File: src/hdl/gpcfg_pkg.sv
// constants and types shared by the pin configuration block
package gpcfg_pkg;

   // ******************************************************
   // register map (printed offsets are indices, word aligned)
   // ******************************************************
   localparam logic [7:0]  PIN6_IDX     = 8'h36;
   localparam logic [7:0]  PIN7_IDX     = 8'h37;
   localparam logic [7:0]  DATA_IDX     = 8'h3D;
   localparam logic [31:0] PIN6_ADDR    = {22'h000000, PIN6_IDX, 2'h0};
   localparam logic [31:0] PIN7_ADDR    = {22'h000000, PIN7_IDX, 2'h0};
   localparam logic [31:0] DATA_ADDR    = {22'h000000, DATA_IDX, 2'h0};

   // ******************************************************
   // configuration register fields and reset value
   // ******************************************************
   localparam logic [7:0]  CFG_RESET    = 8'h0A;
   localparam int          SEL_HI       = 7;
   localparam int          SEL_LO       = 5;
   localparam int          FILT_BIT     = 4;
   localparam int          PULL_EN_BIT  = 3;
   localparam int          PULL_DIR_BIT = 2;
   localparam int          OTYPE_BIT    = 1;
   localparam int          DIR_BIT      = 0;

   // ******************************************************
   // pin data register fields
   // ******************************************************
   localparam int          OUT6_BIT     = 0;
   localparam int          OUT7_BIT     = 1;
   localparam int          IN6_BIT      = 4;
   localparam int          IN7_BIT      = 5;
   localparam logic [7:0]  DATA_RESET   = 8'h00;

   // ******************************************************
   // bus encodings
   // ******************************************************
   localparam logic [1:0]  HTRANS_NONSEQ = 2'h2;
   localparam logic        HRESP_OKAY    = 1'b0;

   // ******************************************************
   // timing
   // ******************************************************
   localparam int          CLK_PERIOD_PS   = 4000;
   localparam int          DEGLITCH_US     = 8;
   localparam int          DEGLITCH_INT    =
      (DEGLITCH_US * 1000000 + CLK_PERIOD_PS - 1) / CLK_PERIOD_PS;
   localparam int          CNT_W           = 11;
   localparam logic [CNT_W-1:0] DEGLITCH_CYCLES = CNT_W'(DEGLITCH_INT);

   // ******************************************************
   // idle levels of routed inputs when no pin selects them
   // ******************************************************
   localparam logic        ERR_IDLE     = 1'b1;
   localparam logic        SLEEP_IDLE   = 1'b1;
   localparam logic        WAKE_IDLE    = 1'b0;

   // ******************************************************
   // pin function codes
   // ******************************************************
   typedef enum logic [2:0] {
      FUNC_GPIO   = 3'h0,
      FUNC_ERR_IN = 3'h1,
      FUNC_ALT2   = 3'h2,
      FUNC_ALT3   = 3'h3,
      FUNC_SLEEP1 = 3'h4,
      FUNC_SLEEP2 = 3'h5,
      FUNC_WAKE1  = 3'h6,
      FUNC_WAKE2  = 3'h7
   } gpcfg_func_t;

endpackage

File: src/hdl/gpcfg_top.sv
// configuration and routing for two multi-function pins behind AHB-Lite
//
// Behaviour
// - first pin register, reset 0x0A, nvm loaded
// - second pin register, reset 0x0A
// - all fields default from nvm values
// - first pin: io, error in, sync clock, power good
// - second pin: io, error in, reference, monitor
// - codes 4-7: sleep1, sleep2, wake1, wake2
// - filter off: synchronise input only
// - filter on: 8 us stable before change
// - pull enable bit connects pull resistor
// - pull direction 0 down, 1 up
// - output type 0 push-pull, 1 open-drain
// - direction bit 0 input, 1 output
`timescale 1ns/1ps
module gpcfg_top
   import gpcfg_pkg::*;
(
   input  wire logic        hclk,
   input  wire logic        hresetn,
   input  wire logic        hsel,
   input  wire logic [31:0] haddr,
   input  wire logic [1:0]  htrans,
   input  wire logic        hwrite,
   input  wire logic [2:0]  hsize,
   input  wire logic        hready,
   input  wire logic [31:0] hwdata,
   output logic      [31:0] hrdata,
   output logic             hreadyout,
   output logic             hresp,
   input  wire logic        nvm_load,
   input  wire logic [7:0]  nvm_pin6_default,
   input  wire logic [7:0]  nvm_pin7_default,
   input  wire logic        pin6_in,
   output logic             pin6_out,
   output logic             pin6_oe,
   output logic             pin6_pull_up,
   output logic             pin6_pull_down,
   input  wire logic        pin7_in,
   output logic             pin7_out,
   output logic             pin7_oe,
   output logic             pin7_pull_up,
   output logic             pin7_pull_down,
   input  wire logic        sync_clock_source,
   input  wire logic        power_good_source,
   output logic             mcu_error_input,
   output logic             sleep_request_1,
   output logic             sleep_request_2,
   output logic             wake_input_1,
   output logic             wake_input_2,
   output logic             reference_voltage_output,
   output logic             voltage_monitor_input_1
);

   logic [7:0]  pin6_config;
   logic [7:0]  pin7_config;
   logic [7:0]  pin_data;
   logic        wr_pend;
   logic [31:0] wr_addr;
   logic [31:0] next_hrdata;
   logic        filt6;
   logic        filt7;
   gpcfg_func_t pin6_function_select;
   gpcfg_func_t pin7_function_select;
   logic        pin6_drive;
   logic        pin7_drive;
   logic        pin6_value;
   logic        pin7_value;
   logic        next_pin6_oe;
   logic        next_pin7_oe;
   logic        next_pin6_out;
   logic        next_pin7_out;

   // ******************************************************
   // field views
   // ******************************************************
   assign pin6_function_select = gpcfg_func_t'(pin6_config[SEL_HI:SEL_LO]);
   assign pin7_function_select = gpcfg_func_t'(pin7_config[SEL_HI:SEL_LO]);

   // ******************************************************
   // bus slave: zero wait state, always OKAY
   // ******************************************************
   wire addr_phase = hsel && hready && htrans[1];

   always_ff @(posedge hclk or negedge hresetn) begin
      if (!hresetn) begin
         hreadyout <= 1'b0;
         hresp     <= HRESP_OKAY;
      end else begin
         hreadyout <= 1'b1;
         hresp     <= HRESP_OKAY;
      end
   end

   always_ff @(posedge hclk or negedge hresetn) begin
      if (!hresetn) begin
         wr_pend <= 1'b0;
         wr_addr <= 32'h00000000;
      end else begin
         wr_pend <= addr_phase && hwrite;
         if (addr_phase) begin
            wr_addr <= haddr;
         end
      end
   end

   // unmapped addresses read as zero
   always_comb begin
      next_hrdata = 32'h00000000;
      unique case (haddr)
         PIN6_ADDR: next_hrdata = {24'h000000, pin6_config};
         PIN7_ADDR: next_hrdata = {24'h000000, pin7_config};
         DATA_ADDR: next_hrdata = {24'h000000, pin_data[7:6], filt7, filt6,
                                   pin_data[3:0]};
         default:   next_hrdata = 32'h00000000;
      endcase
   end

   always_ff @(posedge hclk or negedge hresetn) begin
      if (!hresetn) begin
         hrdata <= 32'h00000000;
      end else if (addr_phase && !hwrite) begin
         hrdata <= next_hrdata;
      end
   end

   // ******************************************************
   // configuration registers; nvm load outranks a bus write
   // ******************************************************
   always_ff @(posedge hclk or negedge hresetn) begin
      if (!hresetn) begin
         pin6_config <= CFG_RESET;
      end else if (nvm_load) begin
         pin6_config <= nvm_pin6_default;
      end else if (wr_pend && wr_addr == PIN6_ADDR) begin
         pin6_config <= hwdata[7:0];
      end
   end

   always_ff @(posedge hclk or negedge hresetn) begin
      if (!hresetn) begin
         pin7_config <= CFG_RESET;
      end else if (nvm_load) begin
         pin7_config <= nvm_pin7_default;
      end else if (wr_pend && wr_addr == PIN7_ADDR) begin
         pin7_config <= hwdata[7:0];
      end
   end

   // only the two output value bits are stored; input bits are live
   always_ff @(posedge hclk or negedge hresetn) begin
      if (!hresetn) begin
         pin_data <= DATA_RESET;
      end else if (wr_pend && wr_addr == DATA_ADDR) begin
         pin_data <= {6'h00, hwdata[OUT7_BIT], hwdata[OUT6_BIT]};
      end
   end

   // ******************************************************
   // input filters, active only while the pin is not driven
   // ******************************************************
   gpcfg_filter u_filt6 (
      .hclk           (hclk),
      .hresetn        (hresetn),
      .filter_enable  (pin6_config[FILT_BIT] && !pin6_drive),
      .pin_level      (pin6_in),
      .filtered_level (filt6)
   );

   gpcfg_filter u_filt7 (
      .hclk           (hclk),
      .hresetn        (hresetn),
      .filter_enable  (pin7_config[FILT_BIT] && !pin7_drive),
      .pin_level      (pin7_in),
      .filtered_level (filt7)
   );

   // ******************************************************
   // output drive selection
   // ******************************************************
   always_comb begin
      pin6_drive = 1'b0;
      pin6_value = 1'b0;
      unique case (pin6_function_select)
         FUNC_GPIO: begin
            pin6_drive = pin6_config[DIR_BIT];
            pin6_value = pin_data[OUT6_BIT];
         end
         FUNC_ALT2: begin
            pin6_drive = 1'b1;
            pin6_value = sync_clock_source;
         end
         FUNC_ALT3: begin
            pin6_drive = 1'b1;
            pin6_value = power_good_source;
         end
         FUNC_ERR_IN, FUNC_SLEEP1, FUNC_SLEEP2, FUNC_WAKE1, FUNC_WAKE2: begin
            pin6_drive = 1'b0;
            pin6_value = 1'b0;
         end
      endcase
   end

   // reference output and monitor input are analog roles: no digital drive
   always_comb begin
      pin7_drive = 1'b0;
      pin7_value = 1'b0;
      if (pin7_function_select == FUNC_GPIO) begin
         pin7_drive = pin7_config[DIR_BIT];
         pin7_value = pin_data[OUT7_BIT];
      end
   end

   // open drain only pulls low, so the enable follows the inverted data
   always_comb begin
      next_pin6_oe  = pin6_drive && (!pin6_config[OTYPE_BIT] || !pin6_value);
      next_pin6_out = pin6_value && !pin6_config[OTYPE_BIT];
      next_pin7_oe  = pin7_drive && (!pin7_config[OTYPE_BIT] || !pin7_value);
      next_pin7_out = pin7_value && !pin7_config[OTYPE_BIT];
   end

   always_ff @(posedge hclk or negedge hresetn) begin
      if (!hresetn) begin
         pin6_oe  <= 1'b0;
         pin6_out <= 1'b0;
         pin7_oe  <= 1'b0;
         pin7_out <= 1'b0;
      end else begin
         pin6_oe  <= next_pin6_oe;
         pin6_out <= next_pin6_out;
         pin7_oe  <= next_pin7_oe;
         pin7_out <= next_pin7_out;
      end
   end

   // ******************************************************
   // pull resistors
   // ******************************************************
   always_ff @(posedge hclk or negedge hresetn) begin
      if (!hresetn) begin
         pin6_pull_up   <= 1'b0;
         pin6_pull_down <= 1'b0;
         pin7_pull_up   <= 1'b0;
         pin7_pull_down <= 1'b0;
      end else begin
         pin6_pull_up   <= pin6_config[PULL_EN_BIT] && pin6_config[PULL_DIR_BIT];
         pin6_pull_down <= pin6_config[PULL_EN_BIT] && !pin6_config[PULL_DIR_BIT];
         pin7_pull_up   <= pin7_config[PULL_EN_BIT] && pin7_config[PULL_DIR_BIT];
         pin7_pull_down <= pin7_config[PULL_EN_BIT] && !pin7_config[PULL_DIR_BIT];
      end
   end

   // ******************************************************
   // routing of pin inputs to core functions
   // ******************************************************
   // first pin wins when both pins pick the same function
   function automatic logic route_in(
      input gpcfg_func_t sel6,
      input gpcfg_func_t sel7,
      input gpcfg_func_t code,
      input logic        lvl6,
      input logic        lvl7,
      input logic        idle
   );
      logic result;
      result = idle;
      if (sel6 == code) begin
         result = lvl6;
      end else if (sel7 == code) begin
         result = lvl7;
      end
      return result;
   endfunction

   always_ff @(posedge hclk or negedge hresetn) begin
      if (!hresetn) begin
         mcu_error_input <= ERR_IDLE;
         sleep_request_1 <= SLEEP_IDLE;
         sleep_request_2 <= SLEEP_IDLE;
         wake_input_1    <= WAKE_IDLE;
         wake_input_2    <= WAKE_IDLE;
      end else begin
         mcu_error_input <= route_in(pin6_function_select, pin7_function_select,
                                     FUNC_ERR_IN, filt6, filt7, ERR_IDLE);
         sleep_request_1 <= route_in(pin6_function_select, pin7_function_select,
                                     FUNC_SLEEP1, filt6, filt7, SLEEP_IDLE);
         sleep_request_2 <= route_in(pin6_function_select, pin7_function_select,
                                     FUNC_SLEEP2, filt6, filt7, SLEEP_IDLE);
         wake_input_1    <= route_in(pin6_function_select, pin7_function_select,
                                     FUNC_WAKE1, filt6, filt7, WAKE_IDLE);
         wake_input_2    <= route_in(pin6_function_select, pin7_function_select,
                                     FUNC_WAKE2, filt6, filt7, WAKE_IDLE);
      end
   end

   always_ff @(posedge hclk or negedge hresetn) begin
      if (!hresetn) begin
         reference_voltage_output <= 1'b0;
         voltage_monitor_input_1  <= 1'b0;
      end else begin
         reference_voltage_output <= (pin7_function_select == FUNC_ALT2);
         voltage_monitor_input_1  <= (pin7_function_select == FUNC_ALT3);
      end
   end

endmodule // gpcfg_top

File: src/hdl/gpcfg_filter.sv
// input synchroniser with optional stability filter for one pin
`timescale 1ns/1ps
module gpcfg_filter
   import gpcfg_pkg::*;
(
   input  wire logic hclk,
   input  wire logic hresetn,
   input  wire logic filter_enable,
   input  wire logic pin_level,
   output logic      filtered_level
);

   logic             sync_a;
   logic             sync_b;
   logic [CNT_W-1:0] stable_count;

   // ******************************************************
   // two stage synchroniser
   // ******************************************************
   always_ff @(posedge hclk or negedge hresetn) begin
      if (!hresetn) begin
         sync_a <= 1'b0;
         sync_b <= 1'b0;
      end else begin
         sync_a <= pin_level;
         sync_b <= sync_a;
      end
   end

   // ******************************************************
   // level accepted only after a full stable window
   // ******************************************************
   always_ff @(posedge hclk or negedge hresetn) begin
      if (!hresetn) begin
         stable_count   <= '0;
         filtered_level <= 1'b0;
      end else if (!filter_enable) begin
         stable_count   <= '0;
         filtered_level <= sync_b;
      end else if (sync_b == filtered_level) begin
         stable_count   <= '0;
      end else if (stable_count == DEGLITCH_CYCLES - 1'b1) begin
         stable_count   <= '0;
         filtered_level <= sync_b;
      end else begin
         stable_count   <= stable_count + 1'b1;
      end
   end

endmodule // gpcfg_filter

File: config.mk
export PLATFORM = sky130hd
export DESIGN_NAME = gpcfg_top
export DESIGN_NICKNAME = d
export VERILOG_FILES = /design/src/hdl/gpcfg_pkg.sv /design/src/hdl/gpcfg_top.sv /design/src/hdl/gpcfg_filter.sv
export SDC_FILE = /design/constraint.sdc
export NUM_CORES = 1
export LEC_CHECK = 0
export ABC_AREA = 1
export BUFFER_PORTS_ARGS = -buffer_cell sky130_fd_sc_hd__buf_2
export CORE_MARGIN = 8
export CORE_UTILIZATION = 39
export CTS_CLUSTER_SIZE = 14
export DETAILED_ROUTE_END_ITERATION = 16
export HOLD_SLACK_MARGIN = 0.12
export PLACE_DENSITY = 0.68
export SLEW_MARGIN = 20
export SYNTH_ARGS = -nofsm -noshare
export SYNTH_HDL_FRONTEND = slang
export SYNTH_SLANG_ARGS = --single-unit
File: constraint.sdc
create_clock -name hclk -period 1.7 [get_ports hclk]
set_input_delay 0.255 -clock hclk [delete_from_list [all_inputs] [get_ports hclk]]
set_output_delay 0.255 -clock hclk [all_outputs]
set_load 0.01 [all_outputs]
Word level (Yosys, flattened, before mapping)

Cells that the tools add are included.

Bits in registers: 127
Bits of input ports: 95
Output and inout port bits: 49
Logic and storage cells: 127

$add $sub $neg: 2
Eq/ne operators: 28
Mux-type cells: 31
Reductions and logical operators: 36

Operator list:

| operator                | count |
|---|---|
| $eq A32 B8 Y1 const B   | 6 |
| $mux W11                | 6 |
| $mux W8                 | 4 |
| $eq A3 B3 Y1 const B    | 8 |
| $pmux W8 S3             | 1 |
| $add A11 B1 Y11 const B | 2 |
| $eq A11 B11 Y1 const B  | 2 |
| $mux W1                 | 18 |
| $logic_and A1 B1 Y1     | 17 |
| $eq A3 B2 Y1 const B    | 4 |
| $logic_not A1 Y1        | 9 |
| $ne A2 B2 Y1 const B    | 4 |
| $eq A3 B1 Y1 const B    | 2 |
| $logic_not A3 Y1        | 2 |
| $reduce_or A5 Y1        | 1 |
| $pmux W1 S4             | 1 |
| $reduce_and A2 Y1       | 2 |
| $reduce_bool A2 Y1      | 2 |
| $pmux W1 S3             | 1 |
| $eq A1 B1 Y1            | 2 |
| $logic_or A1 B1 Y1      | 2 |
| $reduce_or A2 Y1        | 1 |

Longest topological paths before layout

Gate-level depths: netlist of run 1.

Depth in word-level cells: 7
Depth in mapped cells: 10
Gate-level depth less buffers: 9

Hierarchy

Synthesis of run 1 repeated with hierarchy kept, for this count alone.

Cell total of the unflattened synthesis: 665
Area total of the unflattened synthesis: 5,183.7 um^2

By module, submodules not included:

| module       | times used | cells each | area an instance (um^2) | sequential area each (um^2) |
|---|---|---|---|---|
| gpcfg_top    | 1          | 501        | 3,797.4                 | 1,885.6 |
| gpcfg_filter | 2          | 82         | 693.2                   | 350.3 |

Worst setup path after synthesis of run 1

OpenSTA, ideal clock, no wires.

Path type: reg2reg
Start point: reg u_filt7.stable_count[0]
End point: reg u_filt7.stable_count[8]
Setup time: 119 ps
Arrival: 1,240 ps
Required time: 1,581 ps
Path slack: 342 ps
Stages on the path, launching flop included: 10
Path buffers: 0
Period minus slack after synthesis: 1,358 ps
Cell sequence: dfrtp_1 -> ha_1 -> nand2_1 -> nor2_1 -> nand2_1 -> nor2_2 -> inv_1 -> nor2_2 -> xnor2_1 -> nor2_1

Longest elaborated chain between the ends: 4
Elaborated cells on any way between the ends: 5
Those cells by class: add/sub: 1; eq/ne: 1; mux: 3

Ends and longest elaborated chain:

| what                                              | RTL line                               | source |
|---|---|---|
| start, declared                                   | gpcfg_filter.sv:15                     | `logic [CNT_W-1:0] stable_count;` |
| start signal, assigned                            | gpcfg_filter.sv:46                     | `stable_count <= stable_count + 1'b1;` |
| $add A11 B1 Y11 or $eq A11 B11 Y1 (tied branches) | gpcfg_filter.sv:46, gpcfg_filter.sv:42 |  |
| $mux W11 *                                        | gpcfg_filter.sv:42                     | `end else if (stable_count == DEGLITCH_CYCLES - 1'b1) begin` |
| $mux W11 *                                        | gpcfg_filter.sv:40                     | `end else if (sync_b == filtered_level) begin` |
| $mux W11 *                                        | gpcfg_filter.sv:37                     | `end else if (!filter_enable) begin` |

Every way passes the cells marked *; elsewhere a longest branch is shown, timed or not.
A chain may end at the register's enable or synchronous reset.

Worst setup path in the final report of run 1

Start point: in haddr[6]
End point: reg hrdata[5]

Longest elaborated chain between the ends: 2
Elaborated cells on any way between the ends: 4
Those cells by class: eq/ne: 3; mux: 1

Ends and longest elaborated chain:

| what                 | RTL line         | source |
|---|---|---|
| start, declared      | gpcfg_top.sv:23  | `input wire logic [31:0] haddr,` |
| $eq A32 B8 Y1        | gpcfg_top.sv:111 | `unique case (haddr)` |
| $pmux W8 S3 *        | gpcfg_top.sv:111 |  |
| end signal, assigned | gpcfg_top.sv:124 | `hrdata <= next_hrdata;` |
| end, declared        | gpcfg_top.sv:29  | `output logic [31:0] hrdata,` |

Marks and branches as above.

==> results of run 1 <==
## metrics by stage
stage	area (µm²)	total power (W)	cells	utilization, %	setup WS (ns)
after CTS	6040	0.00570	927	47.6	0.127
after global placement	5690	0.00359	906	44.9	0.172
after global routing	6040	0.00593	927	47.7	0.0193
final	6040	0.00563	927	47.7	0.132
after detailed placement	5690	0.00360	906	44.9	0.143
after floorplan	5170	0.00334	671	-	0.342
## per-layer routing
metal  share of wire (%)  vias up
met1                  45     1971
li1                    -     2174
met5               0.070        -
met2                  49       84
met3                 4.5       15
met4                 1.8        2
## kinds of logic (layout without fill, tap and decap cells)
group	count (synthesis)	in the layout	share of synthesized area, %
buf+inv	106	190	10.4
fa+ha+maj	2	2	0.493
compound gates	50	50	5.25
flops	103	103	50.9
xor+xnor	5	5	0.863
other cells	2	26	0.148
simple gates	379	379	31.9
## power breakdown
group / internal (W) / switching, W / leakage [nW]
logic: 0.000289 / 0.000441 / 1.69
registers: 0.00268 / 0.000149 / 1.31
clock network: 0.00114 / 0.000932 / 0.142
total: 0.00411 / 0.00152 / 3.14
## cell usage in the layout, fill, tap and decap left out, types with 5 or more instances in the layout
cell type	synthesis	final
nand2_1	209	209
inv_1	61	61
buf_4	27	13
nand2_2	5	5
dfstp_2	7	7
nor2_1	78	75
conb_1	2	26
nor3_1	9	9
clkbuf_16	0	9
nand3_1	54	53
nor2_2	5	8
dlygate4sd3_1	0	5
dfrtp_1	96	96
o21ai_0	41	41
buf_2	3	89
## critical path, cell delays in order
cell and delay [ns]:
dlygate4sd3_1 0.53, buf_2 0.12, nand2_1 0.07, nor2_1 0.10, nand2_1 0.06, nor2_1 0.34, nand3_1 0.12, nand3_1 0.10
nand2_1 0.09, nand2_1 0.08
## synthesized netlist by cell type
cell type / count
clkbuf_1: 8
nand3_2: 1
nand2_1: 209
buf_6: 3
o21ai_2: 1
inv_1: 61
dfstp_2: 7
and3_1: 1
nor2_1: 78
or2_2: 1
nor3_1: 9
nor2_4: 2
dfrtp_1: 96
inv_2: 3
nand3b_1: 3
a41oi_1: 2
xor2_1: 2
conb_1: 2
o31ai_1: 2
nor3b_2: 2
xnor2_1: 3
nor3b_1: 2
o21ai_0: 41
nor2_2: 5
nand4_1: 3
nor3_2: 4
clkinv_1: 1
a21oi_1: 4
nand2_2: 5
nand3_1: 54
ha_1: 2
buf_2: 3
buf_4: 27
## worst max path at each step
stage	endpoint	start	cells after the start	slack, ns
CTS	pin6_config[6]	wr_addr[15]	8	0.13
global route	u_filt6.stable_count[10]	pin6_config[6]	7	0.02
floorplan	u_filt7.stable_count[8]	u_filt7.stable_count[0]	9	0.34
global placement	pin6_config[6]	wr_addr[21]	8	0.17
finish	hrdata[5]	haddr[6]	10	0.13
detailed placement	pin6_config[6]	wr_addr[15]	8	0.14
## flip-flops by register name (all words and copies together), names as in the netlist, 2 cells and up
name and cells:
wr_addr 32, u_filt6.stable_count 11, u_filt7.stable_count 11, hrdata 8
pin6_config 8, pin7_config 8, pin_data 2
## timing repair
item	4_1_cts	5_1_grt
endpoints found under the hold margin	100	0
gates resized for setup	0	4
setup endpoints to repair	0	10
hold buffers	5	0
## final cells by class
cell class / count / share of cell area, %
Clock buffer: 9 / 3.73
Tap cell: 172 / 3.56
Timing Repair Buffer: 109 / 10.5
Multi-Input combinational cell: 462 / 34.2
Inverter: 65 / 4.04
Sequential cell: 103 / 42.8
Clock inverter: 7 / 1.20
==> summary.md, run 1 <==
| Metric | Value |
|---|---|
| Status | finished clean |
| Max clock buf depth | 2 |
| Fill count | 1290 |
| RR Startpoint | u_filt7.stable_count[1] |
| Worst Setup End Kind | flop |
| Reg2reg end | u_filt7.stable_count[8] |
| Initial Utilization | 40.1% |
| Grt ovf | 0 |
| DP HPWL | 8630 µm |
| GR Util met1 | 17.2% |
| I/O Buffers | 90 |
| Worst setup SP type | input port |
| Die Y-Extent | 130 µm |
| Hold path endpoint | wr_pend |
| Flops & latches, synth | 103 |
| Synth unique cells | 33 |
| Most used routing layer | met2 |
| Power Dens Cells | 932 nW/µm² |
| CORE AREA | 12700 µm² |
| Root buffer cell | clkbuf_16 |
| Grt met3 use | 3.51% |
| GR Util met2 | 22.6% |
| Die Footprint | 16900 µm² |
| H-tree depth | 3 |
| Vias in the first global route | 4022 |
| Post-CTS setup buffers | 0 |
| Total wire length | 11400 µm |
| Ant. Diodes | 0 |
| Gate Count Post-Synth | 647 |
| Warnings, synthesis | 0 |
| # nets final | 847 |
| P_leak | 3.14 nW |
| Largest net degree at the start of global routing | 72 |
| Final hold vios | 0 |
| Mapped Avg Cell Area | 7.85 µm² |
| CTS tree | built |
| Final Cycle Share | 92.2% |
| Maximum fanout along the worst path | 4 |
| Hold Crit Start | hwrite |
| R2R depth | 9 |
| RSZ-0062 raised after global routing | false |
| Share of the synthesized area in the top cell type | 47.3% |
| I/O Pins | 144 |
| Reg clk slew, reported paths | 0.07 ns |
| Max-cap violations | 0 |
| Worst Hold Class | in -> reg |
| Final worst path period need | 1.57 ns |
| DR vias | 4246 |
| Inserted Clock Buffers | 9 |
| Fin. max-slew vios | 0 |
| Yosys top cell by area | dfrtp_1 |
| Setup TNS Final | 0 ns |
| CP required | 2.00 ns |
| Area growth, synth to finish | 19.1% |
| Worst Skew | 0.00596 ns |
| Antenna-violating nets left | 0 |
| Die X | 130 µm |
| Antenna violations before repair | 1 |
| Hold Crit Depth | 3 |
| Mapped Area | 5080 µm² |
| Vias per inst | 4.58 |
| Area contributors post-synth | dfrtp_1 47%, nand2_1 15%, nor2_1 5.8%, nand3_1 5.3%, inv_1 4.5% |
| Clk_lat worst skew | 0.36 ns |
| # rows | 41 |
| First-pass GRT wire length | 18600 µm |
| FMAX | 0.638 GHz |
| Final hold slack | 0.130 ns |
| GPL Wtd Cong | 0.787 |
| Drt first pass iters | 4 |
| FF/Latch Area | 2590 µm² |
| Setup CP Type | in -> reg |
| Multi-input logic area | 2070 µm² |
| Initial DRC Count | 218 |
| DRC | 0 |
| Layout cell share with drive strength beyond 1 | 20.7% |
| Worst R2R Setup Slack | 0.20 ns |
| Worst Path Arrival | 1.86 ns |
| DR WL/cell | 12.3 µm |
| Setup violators final | 0 |
| Total track usage | 13.9% |
| CTS sink count | 103 |
| Sequential element share of the synthesized area | 50.9% |
| Peak supply drop | 0.523 mV |
Power figures use the tool's default switching activity.
==> run 2, diff against run 1 <==
Settings changed: CORE_MARGIN 8 to 2, CTS_CLUSTER_DIAMETER set to 150.
==> summary.md, run 2 (same netlist as run 1, synthesis figures left out) <==
| Metric | Value |
|---|---|
| Status | finished clean |
| I/O Buffers | 90 |
| Worst Path Arrival | 1.77 ns |
| Max-cap violations | 0 |
| Grt ovf | 0 |
| Fin. max-slew vios | 0 |
| # nets final | 848 |
| Total track usage | 16.1% |
| Die X | 118 µm |
| Inserted Clock Buffers | 9 |
| Multi-input logic area | 2070 µm² |
| Die Y-Extent | 118 µm |
| Drt first pass iters | 4 |
| CP required | 1.93 ns |
| CORE AREA | 12700 µm² |
| FF/Latch Area | 2590 µm² |
| Die Footprint | 13900 µm² |
| DP HPWL | 8130 µm |
| Final hold vios | 0 |
| Top Registers | wr_addr (32), u_filt6.stable_count (11), u_filt7.stable_count (11) |
| Initial Utilization | 40.1% |
| Maximum fanout along the worst path | 4 |
| Ant. Diodes | 0 |
| CTS sink count | 103 |
| First-pass GRT wire length | 18100 µm |
| Layout cell share with drive strength beyond 1 | 20.6% |
| Vias in the first global route | 3964 |
| Setup TNS Final | 0 ns |
| Final worst path period need | 1.54 ns |
| FMAX | 0.650 GHz |
| Worst Hold Class | in -> reg |
| Largest net degree at the start of global routing | 40 |
| Fill count | 1318 |
| Max clock buf depth | 2 |
| RSZ-0062 raised after global routing | false |
| DRC | 0 |
| Root buffer cell | clkbuf_16 |
| Biggest register | wr_addr |
| Clk_lat worst skew | 0.35 ns |
| GPL Wtd Cong | 0.799 |
| Post-CTS setup buffers | 0 |
| Peak supply drop | 0.540 mV |
| Worst setup SP type | flop |
| H-tree depth | 3 |
| Most common cell after layout, fill and taps aside | nand2_1 |
| # rows | 41 |
| I/O Pins | 144 |
| CTS tree | built |
| DR vias | 4214 |
| Reg clk slew, reported paths | 0.07 ns |
| Final hold slack | 0.133 ns |
| Power Dens Cells | 936 nW/µm² |
| Final Cycle Share | 90.5% |
| Antenna-violating nets left | 0 |
| Setup violators final | 0 |
| Vias per inst | 4.54 |
| P_leak | 3.15 nW |
| Worst Setup End Kind | flop |
| Most frequent cells in the layout | 209 x nand2_1, 96 x dfrtp_1, 89 x buf_2 |
| Worst Skew | 0.00789 ns |
| DR WL/cell | 11.4 µm |
| Total wire length | 10600 µm |
| Antenna violations before repair | 0 |
| Flip-flop count of the largest register after layout | 32 |
| Initial DRC Count | 239 |
| Setup CP Type | reg -> reg |
| Area growth, synth to finish | 19.3% |
[run 2: worst max-delay path, cell delays in order (launching register included)]
cell	delay [ns]
dfrtp_1	0.39
ha_1	0.18
nand2_1	0.08
nor2_1	0.16
nand2_1	0.11
nor2_2	0.15
inv_1	0.08
nor2_2	0.09
xnor2_1	0.12
nor2_1	0.06
[run 2: what timing repair did]
item,4_1_cts,5_1_grt
endpoints found under the setup margin,0,9
hold buffers,4,0
gates resized for setup,0,3
hold endpoints to repair,27,0
[run 2: metal layers]
metal / GRT usage (%) / vias up / share of wire (%)
met2: 26.8 / 88 / 48
met1: 20.7 / 1943 / 45
met3: 3.83 / 8 / 5.3
met5: 0 / - / 0
met4: 4.97 / 0 / 1.1
li1: - / 2175 / -
[run 2: area by class of cell]
| class | instances | area share (%) |
|---|---|---|
| clock buffer | 12 | 4.23 |
| clock inverter | 4 | 0.847 |
| timing repair buffer | 110 | 10.5 |
| tap | 172 | 3.55 |
| inverter | 65 | 4.03 |
| multi-input combinational | 462 | 34.1 |
| sequential | 103 | 42.7 |
[run 2: report_power, final]
part           internal, W  switching, W  leakage, nW  total, W
Combinational     0.000291      0.000440         1.69  0.000731
Sequential         0.00268      0.000149         1.31   0.00283
Clock              0.00122      0.000886        0.149   0.00211
Total              0.00420       0.00148         3.15   0.00567
[run 2: final timing paths]
| path | slack (ns) | depth (start not counted) | end | startpoint |
|---|---|---|---|---|
| setup / recovery | 0.16 | 9 | u_filt7.stable_count[8] | u_filt7.stable_count[1] |
| hold / removal | 0.13 | 3 | wr_addr[6] | haddr[6] |
| setup reg to reg | 0.16 | 9 | u_filt7.stable_count[8] | u_filt7.stable_count[1] |
| hold reg to reg | 0.35 | 0 | u_filt7.sync_b | u_filt7.sync_a |
| max in group asynchronous | 0.75 | 3 | wr_addr[21] | hresetn |
| min in group asynchronous | 0.38 | 2 | u_filt7.stable_count[7] | hresetn |
[run 2: metrics by stage]
step           setup slack [ns]  area, µm²  power [W]  utilization (%)  instances
2_1_floorplan             0.342       5170    0.00334                -        671
3_3_place_gp              0.157       5700    0.00359             45.0        908
3_5_place_dp              0.136       5700    0.00361             45.0        908
4_1_cts                   0.121       6050    0.00573             47.8        928
5_1_grt                  0.0114       6060    0.00596             47.8        928
6_report                  0.162       6060    0.00567             47.8        928
==> run 3, diff against run 2 <==
Settings changed: REMOVE_ABC_BUFFERS set to 1.
==> summary.md, run 3 (same netlist as run 1, synthesis figures left out) <==
| Metric | Value |
|---|---|
| Status | finished clean |
| Critical Path Stages | 7 |
| # nets final | 852 |
| P_leak | 3.15 nW |
| Biggest register | wr_addr |
| Vias in the first global route | 3838 |
| Worst Setup End Kind | flop |
| Final hold vios | 0 |
| Power Dens Cells | 904 nW/µm² |
| Fin. max-slew vios | 0 |
| Top delay family on crit path | simple AND/OR/NAND/NOR gates |
| Top Registers | wr_addr (32), u_filt6.stable_count (11), u_filt7.stable_count (11) |
| Crit. Startpoint | pin6_config[6] |
| Most frequent cells in the layout | 209 x nand2_1, 96 x dfrtp_1, 89 x buf_2 |
| DR WL/cell | 11.4 µm |
| Drt first pass iters | 4 |
| Grt ovf | 0 |
| Root buffer cell | clkbuf_16 |
| Layout cell share with drive strength beyond 1 | 21.1% |
| DP HPWL | 8180 µm |
| Vias per inst | 4.48 |
| Worst R2R Setup Slack | 0.19 ns |
| R2R depth | 7 |
| Worst Path Arrival | 1.76 ns |
| Ant. Diodes | 0 |
| Fill count | 1311 |
| Die X | 118 µm |
| Largest net degree at the start of global routing | 37 |
| Worst setup SP type | flop |
| Antenna-violating nets left | 0 |
| Area growth, synth to finish | 19.4% |
| RSZ-0062 raised after global routing | false |
| Comb pwr share | 13.6% |
| RR Startpoint | pin6_config[6] |
| Power share of the clock group | 34.7% |
| I/O Pins | 144 |
| Sequential power share | 51.6% |
| CTS tree | built |
| I/O Buffers | 90 |
| Setup CP Type | reg -> reg |
| CORE AREA | 12700 µm² |
| Final Cycle Share | 88.6% |
| Post-CTS setup buffers | 0 |
| DR vias | 4170 |
| WP buf/inv | 1 |
| Hold Crit Depth | 3 |
| Flip-flop count of the largest register after layout | 32 |
| Sw frac | 27.5% |
| Internal power component | 0.00397 W |
| Reg2reg end | u_filt6.stable_count[10] |
| FMAX | 0.664 GHz |
| Slowest CP cell | dfrtp_1 |
| CTS sink count | 103 |
| Final worst path period need | 1.51 ns |
| Fin area | 6060 µm² |
| Max clock buf depth | 2 |
| Total wire length | 10600 µm |
| Initial Utilization | 40.1% |
| Reg clk slew, reported paths | 0.07 ns |
| Clk_lat worst skew | 0.35 ns |
| Crit-path max cell delay | 0.50 ns |
| Final hold slack | 0.140 ns |
| Total track usage | 16.3% |
| Maximum fanout along the worst path | 11 |
| H-tree depth | 3 |
| First-pass GRT wire length | 18100 µm |
| DRC | 0 |
| Worst Skew | 0.0110 ns |
| Sw power | 0.00151 W |
| Inserted Clock Buffers | 9 |
| CP required | 1.95 ns |
| CP Cell Sequence | nor2_4, nor2_2, o21ai_2, nand2_2, inv_2, nand3_2, nor3b_1 |
| GPL Wtd Cong | 0.868 |
| Antenna violations before repair | 0 |
| Placed Instance Area | 5730 µm² |
| Die Footprint | 13900 µm² |
| Setup violators final | 0 |
| Die Y-Extent | 118 µm |
| # rows | 41 |
| Most common cell after layout, fill and taps aside | nand2_1 |
| Worst Hold Class | in -> reg |
| Crit path to | u_filt6.stable_count[10] |
| Peak supply drop | 0.459 mV |
| Initial DRC Count | 190 |
| Max-cap violations | 0 |
[run 3: cell types whose count changed in the layout (fill, tap and decap cells not counted), sizes merged]
cell      delta
buf          +4
bufinv       -1
clkbuf       -3
clkinvlp     +2
inv          +1
[run 3: layer usage]
layer,vias up,global-route usage [%],wire (µm)
met5,-,0,0
met4,0,5.35,153
met3,10,4.31,497
met2,110,24.3,4720
met1,1868,23.0,5270
li1,2182,-,-
[run 3: power groups by stage]
stage	logic (W)	clock network [W]	registers, W
final	0.000746	0.00190	0.00283
after global routing	0.000863	0.00207	0.00286
after global placement	0.000736	0	0.00286
after CTS	0.000753	0.00197	0.00283
after floorplan	0.000399	0	0.00286
after detailed placement	0.000744	0	0.00287
[run 3: tightest hold or removal path, cell delays in order]
cell     delay, ns
buf_2         0.09
nand2_1       0.05
nand2_1       0.05
[run 3: metrics by stage]
stage / utilization (%) / instances / worst slack [ns] / power [W] / TNS, ns
6_report: 47.8 / 931 / 0.195 / 0.00548 / 0
5_1_grt: 47.8 / 931 / 0.0320 / 0.00579 / 0
4_1_cts: 47.7 / 931 / 0.0910 / 0.00555 / 0
3_5_place_dp: 45.2 / 912 / 0.105 / 0.00362 / 0
3_3_place_gp: 45.2 / 912 / 0.108 / 0.00360 / 0
2_1_floorplan: - / 630 / -0.558 / 0.00326 / -6.47
[run 3: layout make-up]
| type | count | area (µm²) | area share (%) |
|---|---|---|---|
| Clock buffer | 9 | 225 | 3.72 |
| Clock inverter | 6 | 45.0 | 0.743 |
| Inverter | 65 | 244 | 4.03 |
| Multi-Input combinational cell | 462 | 2080 | 34.3 |
| Sequential cell | 103 | 2590 | 42.7 |
| Tap cell | 172 | 215 | 3.55 |
| Timing Repair Buffer | 114 | 668 | 11.0 |
[run 3: repair_timing]
action,in CTS,in global routing
setup endpoints to repair,0,19
hold buffers,4,0
resized for setup,0,5
endpoints found under the hold margin,26,0
[run 3: worst min path at each step]
stage / endpoint / from / slack [ns]
finish: wr_addr[6] / haddr[6] / 0.14
detailed placement: u_filt7.stable_count[0] / hresetn / 0.23
floorplan: hrdata[0] / hresetn / -0.04
global route: wr_addr[7] / haddr[7] / 0.14
CTS: wr_addr[6] / haddr[6] / 0.13
global placement: u_filt7.stable_count[0] / hresetn / 0.23
